==> config.mk <==
export PLATFORM = sky130hd
export DESIGN_NAME = spv_supervisor
export DESIGN_NICKNAME = d
export VERILOG_FILES = /design/src/core/spv_sync.v /design/src/core/spv_tick.v /design/src/core/spv_supervisor.v
export VERILOG_INCLUDE_DIRS = /design/src /design/src/core
export SDC_FILE = /design/constraint.sdc
export NUM_CORES = 1
export LEC_CHECK = 0
export ABC_CLOCK_PERIOD_IN_PS = 2500
export BUFFER_PORTS_ARGS = -buffer_cell sky130_fd_sc_hd__buf_2
export CORE_MARGIN = 5
export CORE_UTILIZATION = 56
export CTS_CLUSTER_SIZE = 30
export DETAILED_ROUTE_END_ITERATION = 7
export GPL_TIMING_DRIVEN = 1
export PLACE_DENSITY = 0.74
export SLEW_MARGIN = 10
export SYNTH_ARGS = -nofsm -noshare
export SYNTH_HDL_FRONTEND = slang
export SYNTH_SLANG_ARGS = --single-unit
export TNS_END_PERCENT = 30
==> constraint.sdc <==
create_clock -name i_clk_sys -period 2.5 [get_ports i_clk_sys]
set_input_delay 0.125 -clock i_clk_sys [delete_from_list [all_inputs] [get_ports i_clk_sys]]
set_output_delay 0.125 -clock i_clk_sys [all_outputs]
set_load 0.005 [all_outputs]
==> src/core/spv_defs.vh <==
`ifndef SPV_DEFS_VH
`define SPV_DEFS_VH

// ********************************************************************
// Time base
// ********************************************************************
`define SPV_CLK_PERIOD_PS 4000
`define SPV_TICK_PERIOD_US 1000
`define SPV_TICK_CYCLES ((`SPV_TICK_PERIOD_US * 1000000) / `SPV_CLK_PERIOD_PS)
`define SPV_SETTLE_COUNT 2'h3

// ********************************************************************
// Supervisor intervals
// ********************************************************************
`define SPV_RESET_PULSE_WIDTH_MS 200
`define SPV_WATCHDOG_TIMEOUT_MS 1600
`define SPV_RESET_PULSE_TICKS ((`SPV_RESET_PULSE_WIDTH_MS * 1000) / `SPV_TICK_PERIOD_US)
`define SPV_WATCHDOG_TICKS ((`SPV_WATCHDOG_TIMEOUT_MS * 1000) / `SPV_TICK_PERIOD_US)

// ********************************************************************
// Watchdog input levels
// ********************************************************************
`define SPV_WDI_FLOAT 2'h0
`define SPV_WDI_LOW 2'h1
`define SPV_WDI_HIGH 2'h2

// ********************************************************************
// Reset cause codes and reset values
// ********************************************************************
`define SPV_CAUSE_NONE 2'h0
`define SPV_CAUSE_SUPPLY 2'h1
`define SPV_CAUSE_WATCHDOG 2'h2
`define SPV_CAUSE_BACKUP 2'h3
`define SPV_RST_RESET_ACTIVE 1'h1
`define SPV_RST_PFO_N 1'h0
`define SPV_RST_BACKUP 1'h0

`endif

==> src/core/spv_sync.v <==
// ********************************************************************
// Two-stage synchroniser, one chain per bit
// ********************************************************************
module spv_sync #(
    parameter WIDTH = 6
) (
    input wire i_clk_sys,
    input wire i_rstn,
    input wire [WIDTH-1:0] i_async,
    output wire [WIDTH-1:0] o_sync
);

    genvar gi;
    generate
        for (gi = 0; gi < WIDTH; gi = gi + 1)
        begin : g_bit
            reg meta;
            reg stable;
            always @(posedge i_clk_sys or negedge i_rstn)
            begin
                if (!i_rstn)
                begin
                    meta <= 1'b0;
                    stable <= 1'b0;
                end
                else
                begin
                    meta <= i_async[gi];
                    stable <= meta;
                end
            end
            assign o_sync[gi] = stable;
        end
    endgenerate

endmodule // spv_sync

==> src/core/spv_tick.v <==
// ********************************************************************
// Free-running time base, one-cycle tick every CYCLES clocks
// ********************************************************************
module spv_tick #(
    parameter integer CYCLES = 250000,
    parameter integer WIDTH = 18
) (
    input wire i_clk_sys,
    input wire i_rstn,
    output reg o_tick
);

    localparam integer LAST_I = CYCLES - 1;
    localparam [WIDTH-1:0] LAST = LAST_I[WIDTH-1:0];

    reg [WIDTH-1:0] cnt;

    always @(posedge i_clk_sys or negedge i_rstn)
    begin
        if (!i_rstn)
        begin
            cnt <= {WIDTH{1'b0}};
            o_tick <= 1'b0;
        end
        else
        begin
            o_tick <= (cnt == LAST);
            if (cnt == LAST)
                cnt <= {WIDTH{1'b0}};
            else
                cnt <= cnt + {{(WIDTH-1){1'b0}}, 1'b1};
        end
    end

endmodule // spv_tick

==> src/core/spv_supervisor.v <==
// Notes on behaviour
// - After supply rises above threshold, hold reset for the full pulse width.
// - Supply below threshold asserts reset; every trigger yields a full pulse width.
// - Brownout during a running pulse restarts the pulse from its start.
// - Watchdog input steady beyond the timeout triggers one reset pulse.
// - Watchdog timer stays cleared and stopped while reset is asserted.
// - Timing resumes at release; processor must toggle within the timeout.
// - Watchdog input decodes high, low or floating; floating disables the watchdog.
// - Floating keeps the timer clear; counting starts once released and driven.
// - Any level change of the watchdog input restarts the timeout.
// - Active-high reset output is always the inverse of the active-low one.
// - Power-fail output low when sense input is below reference, else high.
// - Backup mode forces the power-fail output low regardless of sense input.
// - Backup mode only when supply is below threshold and below backup supply.
// - Supply above threshold selects main supply and never enters backup.
// - Switchover uses the 20 mV up and 20 mV down comparator decisions.
// - Backup mode disables the watchdog and keeps reset asserted.
// - After supply falls below threshold, reset stays asserted continuously.
// - Pulse width 140 to 280 ms; timeout 1.00 to 2.25 s.
`include "spv_defs.vh"

module spv_supervisor #(
    parameter integer TICK_CYCLES = `SPV_TICK_CYCLES,
    parameter integer TICK_WIDTH = 18,
    parameter integer RESET_PULSE_TICKS = `SPV_RESET_PULSE_TICKS,
    parameter integer WATCHDOG_TICKS = `SPV_WATCHDOG_TICKS,
    parameter integer PULSE_WIDTH = 9,
    parameter integer WD_WIDTH = 11
) (
    input wire i_clk_sys,
    input wire i_rstn,
    input wire i_supply_below_threshold,
    input wire i_backup_above_supply,
    input wire i_supply_above_backup,
    input wire i_power_fail_sense_below_ref,
    input wire i_watchdog_service_high,
    input wire i_watchdog_service_low,
    output reg o_reset_n,
    output reg o_reset,
    output reg o_power_fail_warning_n,
    output reg o_switched_supply_from_backup,
    output reg o_backup_mode,
    output reg o_watchdog_running,
    output reg [1:0] o_reset_cause
);

    // ****************************************************************
    // Constants
    // ****************************************************************
    localparam [1:0] ST_SUPPLY_LOW = 2'h0;
    localparam [1:0] ST_PULSE = 2'h1;
    localparam [1:0] ST_RUN = 2'h2;
    localparam [1:0] ST_BACKUP = 2'h3;

    localparam integer PULSE_I = RESET_PULSE_TICKS;
    localparam [PULSE_WIDTH-1:0] PULSE_LOAD = PULSE_I[PULSE_WIDTH-1:0];
    localparam [PULSE_WIDTH-1:0] PULSE_ONE = {{(PULSE_WIDTH-1){1'b0}}, 1'b1};
    localparam integer WD_LAST_I = WATCHDOG_TICKS - 1;
    localparam [WD_WIDTH-1:0] WD_LAST = WD_LAST_I[WD_WIDTH-1:0];
    localparam [WD_WIDTH-1:0] WD_ONE = {{(WD_WIDTH-1){1'b0}}, 1'b1};

    // ****************************************************************
    // Input synchronisation
    // ****************************************************************
    wire [5:0] flags_sync;
    wire supply_low;
    wire backup_above;
    wire supply_above;
    wire pfi_low;
    wire wdi_high;
    wire wdi_low;

    // Analog decisions are asynchronous to the clock
    spv_sync #(
        .WIDTH(6)
    ) u_sync (
        .i_clk_sys(i_clk_sys),
        .i_rstn(i_rstn),
        .i_async({i_watchdog_service_low, i_watchdog_service_high, i_power_fail_sense_below_ref,
                  i_supply_above_backup, i_backup_above_supply, i_supply_below_threshold}),
        .o_sync(flags_sync)
    );

    assign supply_low = flags_sync[0];
    assign backup_above = flags_sync[1];
    assign supply_above = flags_sync[2];
    assign pfi_low = flags_sync[3];
    assign wdi_high = flags_sync[4];
    assign wdi_low = flags_sync[5];

    // ****************************************************************
    // Time base
    // ****************************************************************
    wire tick;

    spv_tick #(
        .CYCLES(TICK_CYCLES),
        .WIDTH(TICK_WIDTH)
    ) u_tick (
        .i_clk_sys(i_clk_sys),
        .i_rstn(i_rstn),
        .o_tick(tick)
    );

    // ****************************************************************
    // Start-up settling
    // ****************************************************************
    reg [1:0] settle_cnt;
    wire settled;

    // Synchronisers leave reset reading supply good; wait for real samples
    always @(posedge i_clk_sys or negedge i_rstn)
    begin
        if (!i_rstn)
            settle_cnt <= 2'h0;
        else if (!settled)
            settle_cnt <= settle_cnt + 2'h1;
    end

    assign settled = (settle_cnt == `SPV_SETTLE_COUNT);

    // ****************************************************************
    // Watchdog input decode
    // ****************************************************************
    reg [1:0] wdi_level;
    reg [1:0] wdi_prev;
    wire wdi_driven;
    wire wdi_service;

    // Both comparators set is not a legal level; treat as floating
    always @*
    begin
        if (wdi_high && !wdi_low)
            wdi_level = `SPV_WDI_HIGH;
        else if (wdi_low && !wdi_high)
            wdi_level = `SPV_WDI_LOW;
        else
            wdi_level = `SPV_WDI_FLOAT;
    end

    always @(posedge i_clk_sys or negedge i_rstn)
    begin
        if (!i_rstn)
            wdi_prev <= `SPV_WDI_FLOAT;
        else
            wdi_prev <= wdi_level;
    end

    assign wdi_driven = (wdi_level != `SPV_WDI_FLOAT);
    // Short pulses survive: 50 ns spans more than two clock periods
    assign wdi_service = (wdi_level != wdi_prev);

    // ****************************************************************
    // Battery switchover
    // ****************************************************************
    reg backup_mode;
    reg next_backup_mode;
    wire switch_conflict;

    // Both decisions at once is no real supply state; holding avoids toggling
    assign switch_conflict = backup_above && supply_above;

    always @*
    begin
        if (!supply_low)
            next_backup_mode = 1'b0;
        else if (switch_conflict)
            next_backup_mode = backup_mode;
        else if (backup_mode)
            next_backup_mode = !supply_above;
        else
            next_backup_mode = backup_above;
    end

    always @(posedge i_clk_sys or negedge i_rstn)
    begin
        if (!i_rstn)
            backup_mode <= `SPV_RST_BACKUP;
        else
            backup_mode <= next_backup_mode;
    end

    // ****************************************************************
    // Reset sequencer
    // ****************************************************************
    reg [1:0] state;
    reg [1:0] next_state;
    reg [PULSE_WIDTH-1:0] pulse_cnt;
    reg [PULSE_WIDTH-1:0] next_pulse_cnt;
    reg [WD_WIDTH-1:0] wd_cnt;
    reg [WD_WIDTH-1:0] next_wd_cnt;
    reg [1:0] cause;
    reg [1:0] next_cause;
    wire wd_enable;
    wire wd_expire;
    wire next_reset_active;

    // Only counts while released; backup never reaches ST_RUN
    assign wd_enable = (state == ST_RUN) && wdi_driven;
    assign wd_expire = wd_enable && tick && !wdi_service && (wd_cnt == WD_LAST);

    always @*
    begin
        next_state = state;
        next_pulse_cnt = pulse_cnt;
        next_cause = cause;
        case (state)
            ST_SUPPLY_LOW:
            begin
                // Held continuously while supply is low
                next_pulse_cnt = PULSE_LOAD;
                if (backup_mode)
                begin
                    next_state = ST_BACKUP;
                    next_cause = `SPV_CAUSE_BACKUP;
                end
                else if (!supply_low && settled)
                    next_state = ST_PULSE;
            end
            ST_PULSE:
            begin
                if (supply_low)
                begin
                    // Brownout restarts the full interval
                    next_state = ST_SUPPLY_LOW;
                    next_pulse_cnt = PULSE_LOAD;
                    next_cause = `SPV_CAUSE_SUPPLY;
                end
                else if (tick)
                begin
                    if (pulse_cnt <= PULSE_ONE)
                        next_state = ST_RUN;
                    else
                        next_pulse_cnt = pulse_cnt - PULSE_ONE;
                end
            end
            ST_RUN:
            begin
                if (supply_low)
                begin
                    next_state = ST_SUPPLY_LOW;
                    next_pulse_cnt = PULSE_LOAD;
                    next_cause = `SPV_CAUSE_SUPPLY;
                end
                else if (wd_expire)
                begin
                    next_state = ST_PULSE;
                    next_pulse_cnt = PULSE_LOAD;
                    next_cause = `SPV_CAUSE_WATCHDOG;
                end
            end
            ST_BACKUP:
            begin
                next_pulse_cnt = PULSE_LOAD;
                if (!backup_mode)
                begin
                    next_state = ST_SUPPLY_LOW;
                    next_cause = `SPV_CAUSE_SUPPLY;
                end
            end
            default:
            begin
                next_state = ST_SUPPLY_LOW;
                next_pulse_cnt = PULSE_LOAD;
                next_cause = `SPV_CAUSE_SUPPLY;
            end
        endcase
    end

    always @*
    begin
        if (!wd_enable || wdi_service)
            next_wd_cnt = {WD_WIDTH{1'b0}};
        else if (tick && (wd_cnt != WD_LAST))
            next_wd_cnt = wd_cnt + WD_ONE;
        else
            next_wd_cnt = wd_cnt;
    end

    assign next_reset_active = (next_state != ST_RUN);

    always @(posedge i_clk_sys or negedge i_rstn)
    begin
        if (!i_rstn)
        begin
            state <= ST_SUPPLY_LOW;
            pulse_cnt <= PULSE_LOAD;
            wd_cnt <= {WD_WIDTH{1'b0}};
            cause <= `SPV_CAUSE_SUPPLY;
        end
        else
        begin
            state <= next_state;
            pulse_cnt <= next_pulse_cnt;
            wd_cnt <= next_wd_cnt;
            cause <= next_cause;
        end
    end

    // ****************************************************************
    // Outputs
    // ****************************************************************
    always @(posedge i_clk_sys or negedge i_rstn)
    begin
        if (!i_rstn)
        begin
            o_reset_n <= !`SPV_RST_RESET_ACTIVE;
            o_reset <= `SPV_RST_RESET_ACTIVE;
            o_power_fail_warning_n <= `SPV_RST_PFO_N;
            o_switched_supply_from_backup <= `SPV_RST_BACKUP;
            o_backup_mode <= `SPV_RST_BACKUP;
            o_watchdog_running <= 1'b0;
            o_reset_cause <= `SPV_CAUSE_SUPPLY;
        end
        else
        begin
            o_reset_n <= !next_reset_active;
            o_reset <= next_reset_active;
            // Comparator is off in backup to save battery
            o_power_fail_warning_n <= !pfi_low && !next_backup_mode;
            o_switched_supply_from_backup <= next_backup_mode;
            o_backup_mode <= next_backup_mode;
            o_watchdog_running <= (next_state == ST_RUN) && wdi_driven;
            o_reset_cause <= next_cause;
        end
    end

endmodule // spv_supervisor

==> impl_metrics.json, run 1 <==
{
  "timing.final.ws_setup_ns": 0.239,
  "slew_headroom": 0.471,
  "die-area_um2": 7210,
  "wl_um": 6030,
  "cts.sinks": 64,
  "overflow": 0,
  "vias": 2355,
  "grt_pass1_vias": 2345,
  "postSynthCellCount": 294,
  "cp_max_fo": 12,
  "grt_pass1_wl_um": 10700,
  "yosysTopAreaCellShare": 0.470,
  "die_y_um": 84.9,
  "synth.distinct_cells": 62,
  "yosysWarnings": 0,
  "drv_cap": 0,
  "drtIter0Drc": 99,
  "irDropWorstVdd_uv": 472,
  "async_reset_ff_frac": 1.00,
  "dp_slack_ns": 0.255,
  "ant_nets": 0,
  "highest_layer": "met4",
  "io_buffers": 15,
  "synth-edff-count": 0,
  "netlist_top_cells_count": "59 x dfrtp_1, 27 x nand2_1, 23 x nor2_1",
  "avgViaCountPerCell": 5.84,
  "htreeDepth": 3,
  "hpwlAfterDp_um": 4040,
  "fin_nets": 341,
  "drc": 0,
  "antenna_cells": 0,
  "ys_ff_latch": 64,
  "seq_area_frac_synth": 0.512,
  "synth_nets": 309,
  "wl_met3_um": 223,
  "rsz0062_at_grt": "false",
  "grt_max_degree": 37,
  "syn-mean-instance-area_um2": 10.7,
  "clock_path_buffers": 2,
  "synth_top_cell_by_area": "dfrtp_1",
  "worstPathArrival_ns": 2.54,
  "yosysMostFrequentCell": "dfrtp_1",
  "criticalPathCategory": "reg -> reg",
  "syn2layout_area_growth_pct": 15.1,
  "fin_crit_sh": 0.904,
  "fp.coreArea_um2": 5470,
  "power_density_nw_per_um2": 669,
  "syn-cell-area_um2": 3140,
  "ctsHoldBuffers": 7,
  "wl_met2_um": 2970,
  "dr.pass1.iters": 4,
  "worst_setup_path_start_kind": "flip-flop",
  "clock_skew_ns": 0.0118,
  "setup_viol_count_final": 0,
  "worstMarginPinSlew_ns": 0.793,
  "hp-class": "reg -> reg",
  "boundaryPins": 16,
  "insertion_delay_ns": 0.34,
  "cts_root_buf": "clkbuf_8",
  "cts_tree": "done",
  "yosys_most_used_dff": "dfrtp_1",
  "wl_met1_um": 2680,
  "cp.required_ns": 2.77,
  "maxSlewViolCount": 0,
  "hold_violations": 0,
  "status": "finished, final reports clean",
  "worst_setup_path_end_kind": "flip-flop",
  "clock.fmax_mhz": 442,
  "min_period_ns": 2.26,
  "wl_per_cell_um": 15.0,
  "p_leak_nw": 1.50,
  "cts-buffers-inserted": 9,
  "path_clk_slew_ns": 0.08,
  "grt_usage": 0.186,
  "antenna_found_initial": 0,
  "synth_area_leaders": "dfrtp_1 47%, dfstp_2 4.2%, xor2_1 4.2%",
  "drive_gt1_frac": 0.175,
  "post_cts_buffers": 0,
  "die_x_um": 84.9,
  "cts_resized": 0,
  "start_util": 0.574,
  "row_count": 27,
  "place.gp.congestion": 0.806,
  "finalSetupTns_ns": 0
}
-- cell usage in the layout, fill, tap and decap left out, types with 8 or more instances in the layout --
cell type  count
nand2_1       27
dfrtp_1       59
buf_4          9
o21ai_0       11
buf_2         15
clkbuf_8       9
nor2_1        23
nor3_1         9
nand3_1       11
a21oi_1       11
xor2_1        15
inv_1          8
-- report_power, final --
| part | leakage, nW | internal [mW] | switching, mW | total [mW] |
|---|---|---|---|---|
| sequential | 0.815 | 1.08 | 0.0209 | 1.10 |
| combinational | 0.573 | 0.124 | 0.191 | 0.315 |
| clock | 0.112 | 0.572 | 0.434 | 1.01 |
-- cells by family (layout without fill, tap and decap cells) --
kind of cell | count (synthesis) | in the layout | share of synthesized area
DFF | 64 | 64 | 0.512
muxes | 7 | 7 | 0.0227
and+or+nand+nor | 120 | 120 | 0.215
adders and majority gates | 7 | 7 | 0.0279
AOI/OAI and AO/OA | 58 | 58 | 0.139
buffers and inverters | 18 | 55 | 0.0279
xor gates and xnor gates | 20 | 20 | 0.0557
-- final timing paths --
check	from	endpoint	slack (ns)	depth (start not counted)
setup / recovery	u_sync.g_bit[5].stable	wd_cnt[4]	0.24	6
hold / removal	u_sync.g_bit[1].meta	u_sync.g_bit[1].stable	0.35	0
setup reg to reg	u_sync.g_bit[5].stable	wd_cnt[4]	0.24	6
hold reg to reg	u_sync.g_bit[1].meta	u_sync.g_bit[1].stable	0.35	0
max in group asynchronous	i_rstn	o_reset_cause[0]	1.32	3
min in group asynchronous	i_rstn	pulse_cnt[8]	0.40	2
-- flip-flops by register name (all words and copies together), names as in the netlist, 2 cells and up --
| register | count |
|---|---|
| u_tick.cnt | 18 |
| settle_cnt | 2 |
| u_sync.g_bit.meta | 6 |
| o_reset_cause | 2 |
| wdi_prev | 2 |
| u_sync.g_bit.stable | 6 |
| state | 2 |
| pulse_cnt | 9 |
| wd_cnt | 11 |
-- critical path: stages (launching register included) --
cell and delay [ns]:
dfrtp_1 0.36, inv_1 0.05, ha_1 0.30, or3b_1 0.36, or3_1 0.50, or4_1 0.55
nand2_1 0.08
-- area by class of cell --
class	instances	area, µm²
Tap cell	72	90.1
Clock buffer	9	124
Fill cell	432	1860
Multi-Input combinational cell	212	1450
Sequential cell	64	1610
Timing Repair Buffer	31	213
Inverter	8	30.0
Clock inverter	7	105
-- routing by layer --
metal,track usage,vias up
li1,-,1142
met1,0.228,1154
met2,0.300,44
met3,0.0505,15
met4,0.0978,0
met5,0,-
-- metrics by stage --
stage          hold slack, ns  total power [mW]  instance area, µm²  instances  utilization
3_3_place_gp            0.233              1.42                3320        380        0.606
2_1_floorplan          -0.171              1.33                3140        294            -
6_report                0.351              2.42                3620        403        0.661
5_1_grt                 0.363              2.55                3620        403        0.661
3_5_place_dp            0.234              1.42                3320        380        0.606
4_1_cts                 0.353              2.45                3620        403        0.661
(Power assumes the default switching activity.)
==> run 2: changes to the inputs <==
GPL_ROUTABILITY_DRIVEN = 0   (was unset)
REMOVE_ABC_BUFFERS = 1   (was unset)
==> run 2 against run 1 <==
- largest cell class unchanged
- via count is 1.5% lower
- sequential share of layout area is 0.36 points higher
- routed wire length increased by 0.58%
==> impl_metrics.json, run 2 (synthesis results as in run 1) <==
{
  "status": "finished, final reports clean",
  "cp_max_fo": 7,
  "io_buffers": 15,
  "row_count": 27,
  "clock_path_buffers": 2,
  "vias": 2319,
  "cts_resized": 0,
  "rsz0062_at_grt": "false",
  "slew_headroom": 0.503,
  "worstMarginPinSlew_ns": 0.745,
  "largest_reg_flops": 18,
  "seq_area_um2": 1610,
  "grt_pass1_wl_um": 10500,
  "cp.required_ns": 2.78,
  "cts-buffers-inserted": 9,
  "irDropWorstVdd_uv": 599,
  "hold_violations": 0,
  "wl_per_cell_um": 15.1,
  "final_cell_mix": "59 x dfrtp_1, 27 x nand2_1, 23 x nor2_1",
  "grt_usage": 0.182,
  "cts.sinks": 64,
  "startpoint": "u_sync.g_bit[5].stable",
  "wl_um": 6070,
  "r2r_cells": 6,
  "syn2layout_area_growth_pct": 14.2,
  "grt_pass1_vias": 2226,
  "fin_util": 0.656,
  "regMostFlops": "u_tick.cnt",
  "drc": 0,
  "maxSlewViolCount": 0,
  "cts_root_buf": "clkbuf_8",
  "drtIter0Drc": 103,
  "grt_max_degree": 34,
  "min_period_ns": 2.19,
  "clock.fmax_mhz": 457,
  "fillerInstances": 440,
  "boundaryPins": 16,
  "fin_crit_sh": 0.876,
  "finalSetupTns_ns": 0,
  "fin_nets": 339,
  "die_y_um": 84.9,
  "hpwlAfterDp_um": 4050,
  "ant_nets": 0,
  "drive_gt1_frac": 0.170,
  "die_x_um": 84.9,
  "overflow": 0,
  "worst_setup_path_end_kind": "flip-flop",
  "clock_skew_ns": 0.00813,
  "multi_input_area_um2": 1450,
  "fp.coreArea_um2": 5470,
  "criticalPathCategory": "reg -> reg",
  "cp-endpoint": "wd_cnt[4]",
  "worstReg2RegStart": "u_sync.g_bit[5].stable",
  "cts_tree": "done",
  "hp-class": "reg -> reg",
  "avgViaCountPerCell": 5.78,
  "reg2reg_slack_ns": 0.31,
  "p_leak_nw": 1.48,
  "largest_registers": "u_tick.cnt (18), wd_cnt (11), pulse_cnt (9)",
  "ctsHoldBuffers": 7,
  "insertion_delay_ns": 0.34,
  "antenna_found_initial": 0,
  "htreeDepth": 3,
  "drv_cap": 0,
  "reg2reg_to": "wd_cnt[4]",
  "path_clk_slew_ns": 0.08,
  "worstPathArrival_ns": 2.48,
  "post_cts_buffers": 0,
  "worst_setup_path_start_kind": "flip-flop",
  "antenna_cells": 0,
  "start_util": 0.574,
  "die-area_um2": 7210,
  "dr.pass1.iters": 4,
  "power_density_nw_per_um2": 645,
  "final_common_cell": "dfrtp_1",
  "setup_viol_count_final": 0
}
==> run 2: changes by cell type in the layout (fill, tap and decap cells not counted), sizes merged <==
cell,previous run,this run
buf,24,22
bufinv,2,1
clkinv,3,1
clkinvlp,1,3
inv,9,10
==> run 2: worst min-delay path by stage <==
stage                                  startpoint                endpoint  cells after the start
after floorplan                            i_rstn           o_backup_mode                      0
after global placement    i_watchdog_service_high    u_sync.g_bit[4].meta                      1
after detailed placement  i_watchdog_service_high    u_sync.g_bit[4].meta                      1
after CTS                    u_sync.g_bit[2].meta  u_sync.g_bit[2].stable                      0
after global routing         u_sync.g_bit[3].meta  u_sync.g_bit[3].stable                      0
final                        u_sync.g_bit[2].meta  u_sync.g_bit[2].stable                      0
==> run 2: layout make-up <==
| cell class | instances | share of cell area |
|---|---|---|
| clock inverters | 7 | 0.0220 |
| inverters | 8 | 0.00837 |
| flip-flops and latches | 64 | 0.448 |
| multi-input cells | 212 | 0.403 |
| well taps | 72 | 0.0251 |
| clock buffers | 9 | 0.0345 |
| repair buffers | 29 | 0.0586 |
==> run 2: worst max-delay path, stage by stage (launching register included) <==
cell and delay, ns:
dfrtp_1 0.37, inv_1 0.05, ha_1 0.30, or3b_1 0.36
or3_1 0.45, or4_1 0.53, nand2_1 0.08
==> run 2: layer usage <==
layer,GRT usage,part of all wire,vias to the layer above
met5,0,0,-
met4,0.0921,0.019,0
met3,0.0388,0.038,11
met2,0.290,0.48,40
met1,0.237,0.46,1128
li1,-,-,1140
==> run 2: metrics by stage <==
stage / instances / total power [mW] / instance area (µm²) / hold WS, ns / setup WS (ns)
global route: 401 / 2.42 / 3590 / 0.369 / 0.202
finish: 401 / 2.32 / 3590 / 0.355 / 0.310
global placement: 378 / 1.41 / 3320 / 0.233 / 0.379
CTS: 401 / 2.33 / 3590 / 0.356 / 0.302
detailed placement: 378 / 1.42 / 3320 / 0.234 / 0.316
floorplan: 284 / 1.30 / 3090 / -0.171 / 0.386
==> run 2: power by group <==
| part | switching (mW) | leakage, nW | internal (mW) | total [mW] |
|---|---|---|---|---|
| sequential | 0.0431 | 0.815 | 1.08 | 1.12 |
| clock | 0.444 | 0.0925 | 0.468 | 0.912 |
| combinational | 0.167 | 0.568 | 0.117 | 0.284 |
| total | 0.654 | 1.48 | 1.66 | 2.32 |
==> run 3: changes to the inputs <==
PLACE_DENSITY = 0.72   (was 0.74)
==> run 3 against run 2 <==
- cell count up 0.50%
- clock skew is 0.0037 ns higher
- total power is 2.0% lower
- critical path depth up 1
- cell area decreased by 0.10%
- count of clock-buffer cells in the layout stayed put
- routed wire length down 0.69%
- utilization fell by 0.069 points
- first-iteration DRC count increased by 21%
- combinational power increased by 2%
==> impl_metrics.json, run 3 (synthesis results as in run 1) <==
{
  "hp-class": "in -> async",
  "drv_cap": 0,
  "drive_gt1_frac": 0.175,
  "htreeDepth": 3,
  "reg2reg_slack_ns": 0.37,
  "vias": 2315,
  "antenna_found_initial": 0,
  "cp_slowest_cell": "dfrtp_1",
  "clock_skew_ns": 0.0118,
  "power_density_nw_per_um2": 633,
  "totalPowerFinal_mw": 2.27,
  "finalSetupTns_ns": 0,
  "worstMarginPinSlew_ns": 0.618,
  "dr.pass1.iters": 4,
  "hold_violations": 0,
  "boundaryPins": 16,
  "ant_nets": 0,
  "grt_pass1_wl_um": 10800,
  "slew_headroom": 0.578,
  "grt_pass1_vias": 2311,
  "stdcell_area_um2": 3580,
  "worst_setup_path_end_kind": "flip-flop",
  "insertion_delay_ns": 0.34,
  "largest_registers": "u_tick.cnt (18), wd_cnt (11), pulse_cnt (9)",
  "critPathBufInv": 2,
  "min_period_ns": 2.13,
  "avgViaCountPerCell": 5.74,
  "path_clk_slew_ns": 0.08,
  "drc": 0,
  "die-area_um2": 7210,
  "die_x_um": 84.9,
  "maxSlewViolCount": 0,
  "post_cts_buffers": 0,
  "grt_usage": 0.187,
  "die_y_um": 84.9,
  "cts-buffers-inserted": 9,
  "fin_crit_sh": 0.854,
  "wl_per_cell_um": 15.0,
  "worstPathArrival_ns": 2.41,
  "fin_nets": 341,
  "cp_max_fo": 10,
  "cts_root_buf": "clkbuf_8",
  "cp.required_ns": 2.78,
  "grt_max_degree": 36,
  "placed_cell_area_um2": 3320,
  "hpwlAfterDp_um": 4220,
  "setup_viol_count_final": 0,
  "antenna_cells": 0,
  "cts.sinks": 64,
  "rsz0062_at_grt": "false",
  "final_common_cell": "dfrtp_1",
  "irDropWorstVdd_uv": 396,
  "regMostFlops": "u_tick.cnt",
  "criticalPathCategory": "reg -> reg",
  "clock_path_buffers": 2,
  "drtIter0Drc": 125,
  "io_buffers": 15,
  "row_count": 27,
  "crit_family": "simple AND/OR/NAND/NOR gates",
  "overflow": 0,
  "final_cell_mix": "59 x dfrtp_1, 27 x nand2_1, 23 x nor2_1",
  "wl_um": 6030,
  "cp_cell_sequence": "inv_1 -> ha_1 -> or3b_1 -> or3_1 -> buf_4 -> nor4_2 -> a211o_1",
  "clock.fmax_mhz": 469,
  "status": "finished, final reports clean",
  "fp.coreArea_um2": 5470,
  "cp_slowest_stage_delay_ns": 0.36,
  "p_leak_nw": 1.48,
  "syn2layout_area_growth_pct": 14.1,
  "largest_reg_flops": 18,
  "worst_setup_path_start_kind": "flip-flop",
  "start_util": 0.574,
  "cts_tree": "done"
}
==> run 3: cell types whose count changed in the layout (fill, tap and decap cells not counted) <==
cell	before	now
clkinvlp_4	3	2
clkinv_4	1	2
inv_6	2	0
buf_12	1	0
buf_4	6	9
clkinv_2	0	2
==> run 3: layer usage <==
metal,track usage,vias up,wire (µm)
met4,0.0964,0,149
met1,0.250,1116,2790
met3,0.0408,13,196
li1,-,1146,-
met2,0.287,40,2890
met5,0,-,0
==> run 3: worst paths after layout <==
check | end | cells after the start | from
setup reg to reg | state[0] | 7 | u_sync.g_bit[5].stable
max in group asynchronous | o_reset_cause[0] | 3 | i_rstn
hold reg to reg | u_sync.g_bit[0].stable | 0 | u_sync.g_bit[0].meta
min in group i_clk_sys | u_sync.g_bit[0].stable | 0 | u_sync.g_bit[0].meta
hold / removal | pulse_cnt[8] | 2 | i_rstn
setup / recovery | state[0] | 7 | u_sync.g_bit[5].stable
==> run 3: area by class of cell <==
| class | count | area (µm²) |
|---|---|---|
| fill | 452 | 1890 |
| sequential | 64 | 1610 |
| multi-input combinational | 212 | 1450 |
| timing repair buffer | 31 | 213 |
| clock buffer | 9 | 124 |
| tap | 72 | 90.1 |
| clock inverter | 7 | 72.6 |
| inverter | 8 | 30.0 |
==> run 3: through the flow <==
stage	util	hold slack (ns)	setup WS, ns	cells
after floorplan	-	-0.171	0.386	284
after global placement	0.606	0.00964	0.440	380
after detailed placement	0.606	0.0104	0.390	380
after CTS	0.655	0.165	0.356	403
after global routing	0.655	0.184	0.233	403
final	0.655	0.169	0.366	403
==> run 3: worst reg2reg max path, delay by kind of cell (launching register included) <==
family	cells	cell delay (ns)
AO/OA/AOI/OAI	1	0.18
adder cells (fa/ha/maj)	1	0.30
AND/OR/NAND/NOR	3	0.99
flip-flops	1	0.36
buffers and inverters	2	0.25
==> run 3: power breakdown <==
group	internal, mW	switching, mW
registers	1.08	0.0336
logic	0.117	0.172
clock network	0.459	0.409
total	1.65	0.615
==> run 3: timing repair <==
| action | 4_1_cts | 5_1_grt |
|---|---|---|
| endpoints found under the setup margin | 0 | 0 |
| hold buffers | 7 | 0 |
| resized for setup | 0 | 0 |
| hold endpoints to repair | 35 | 0 |
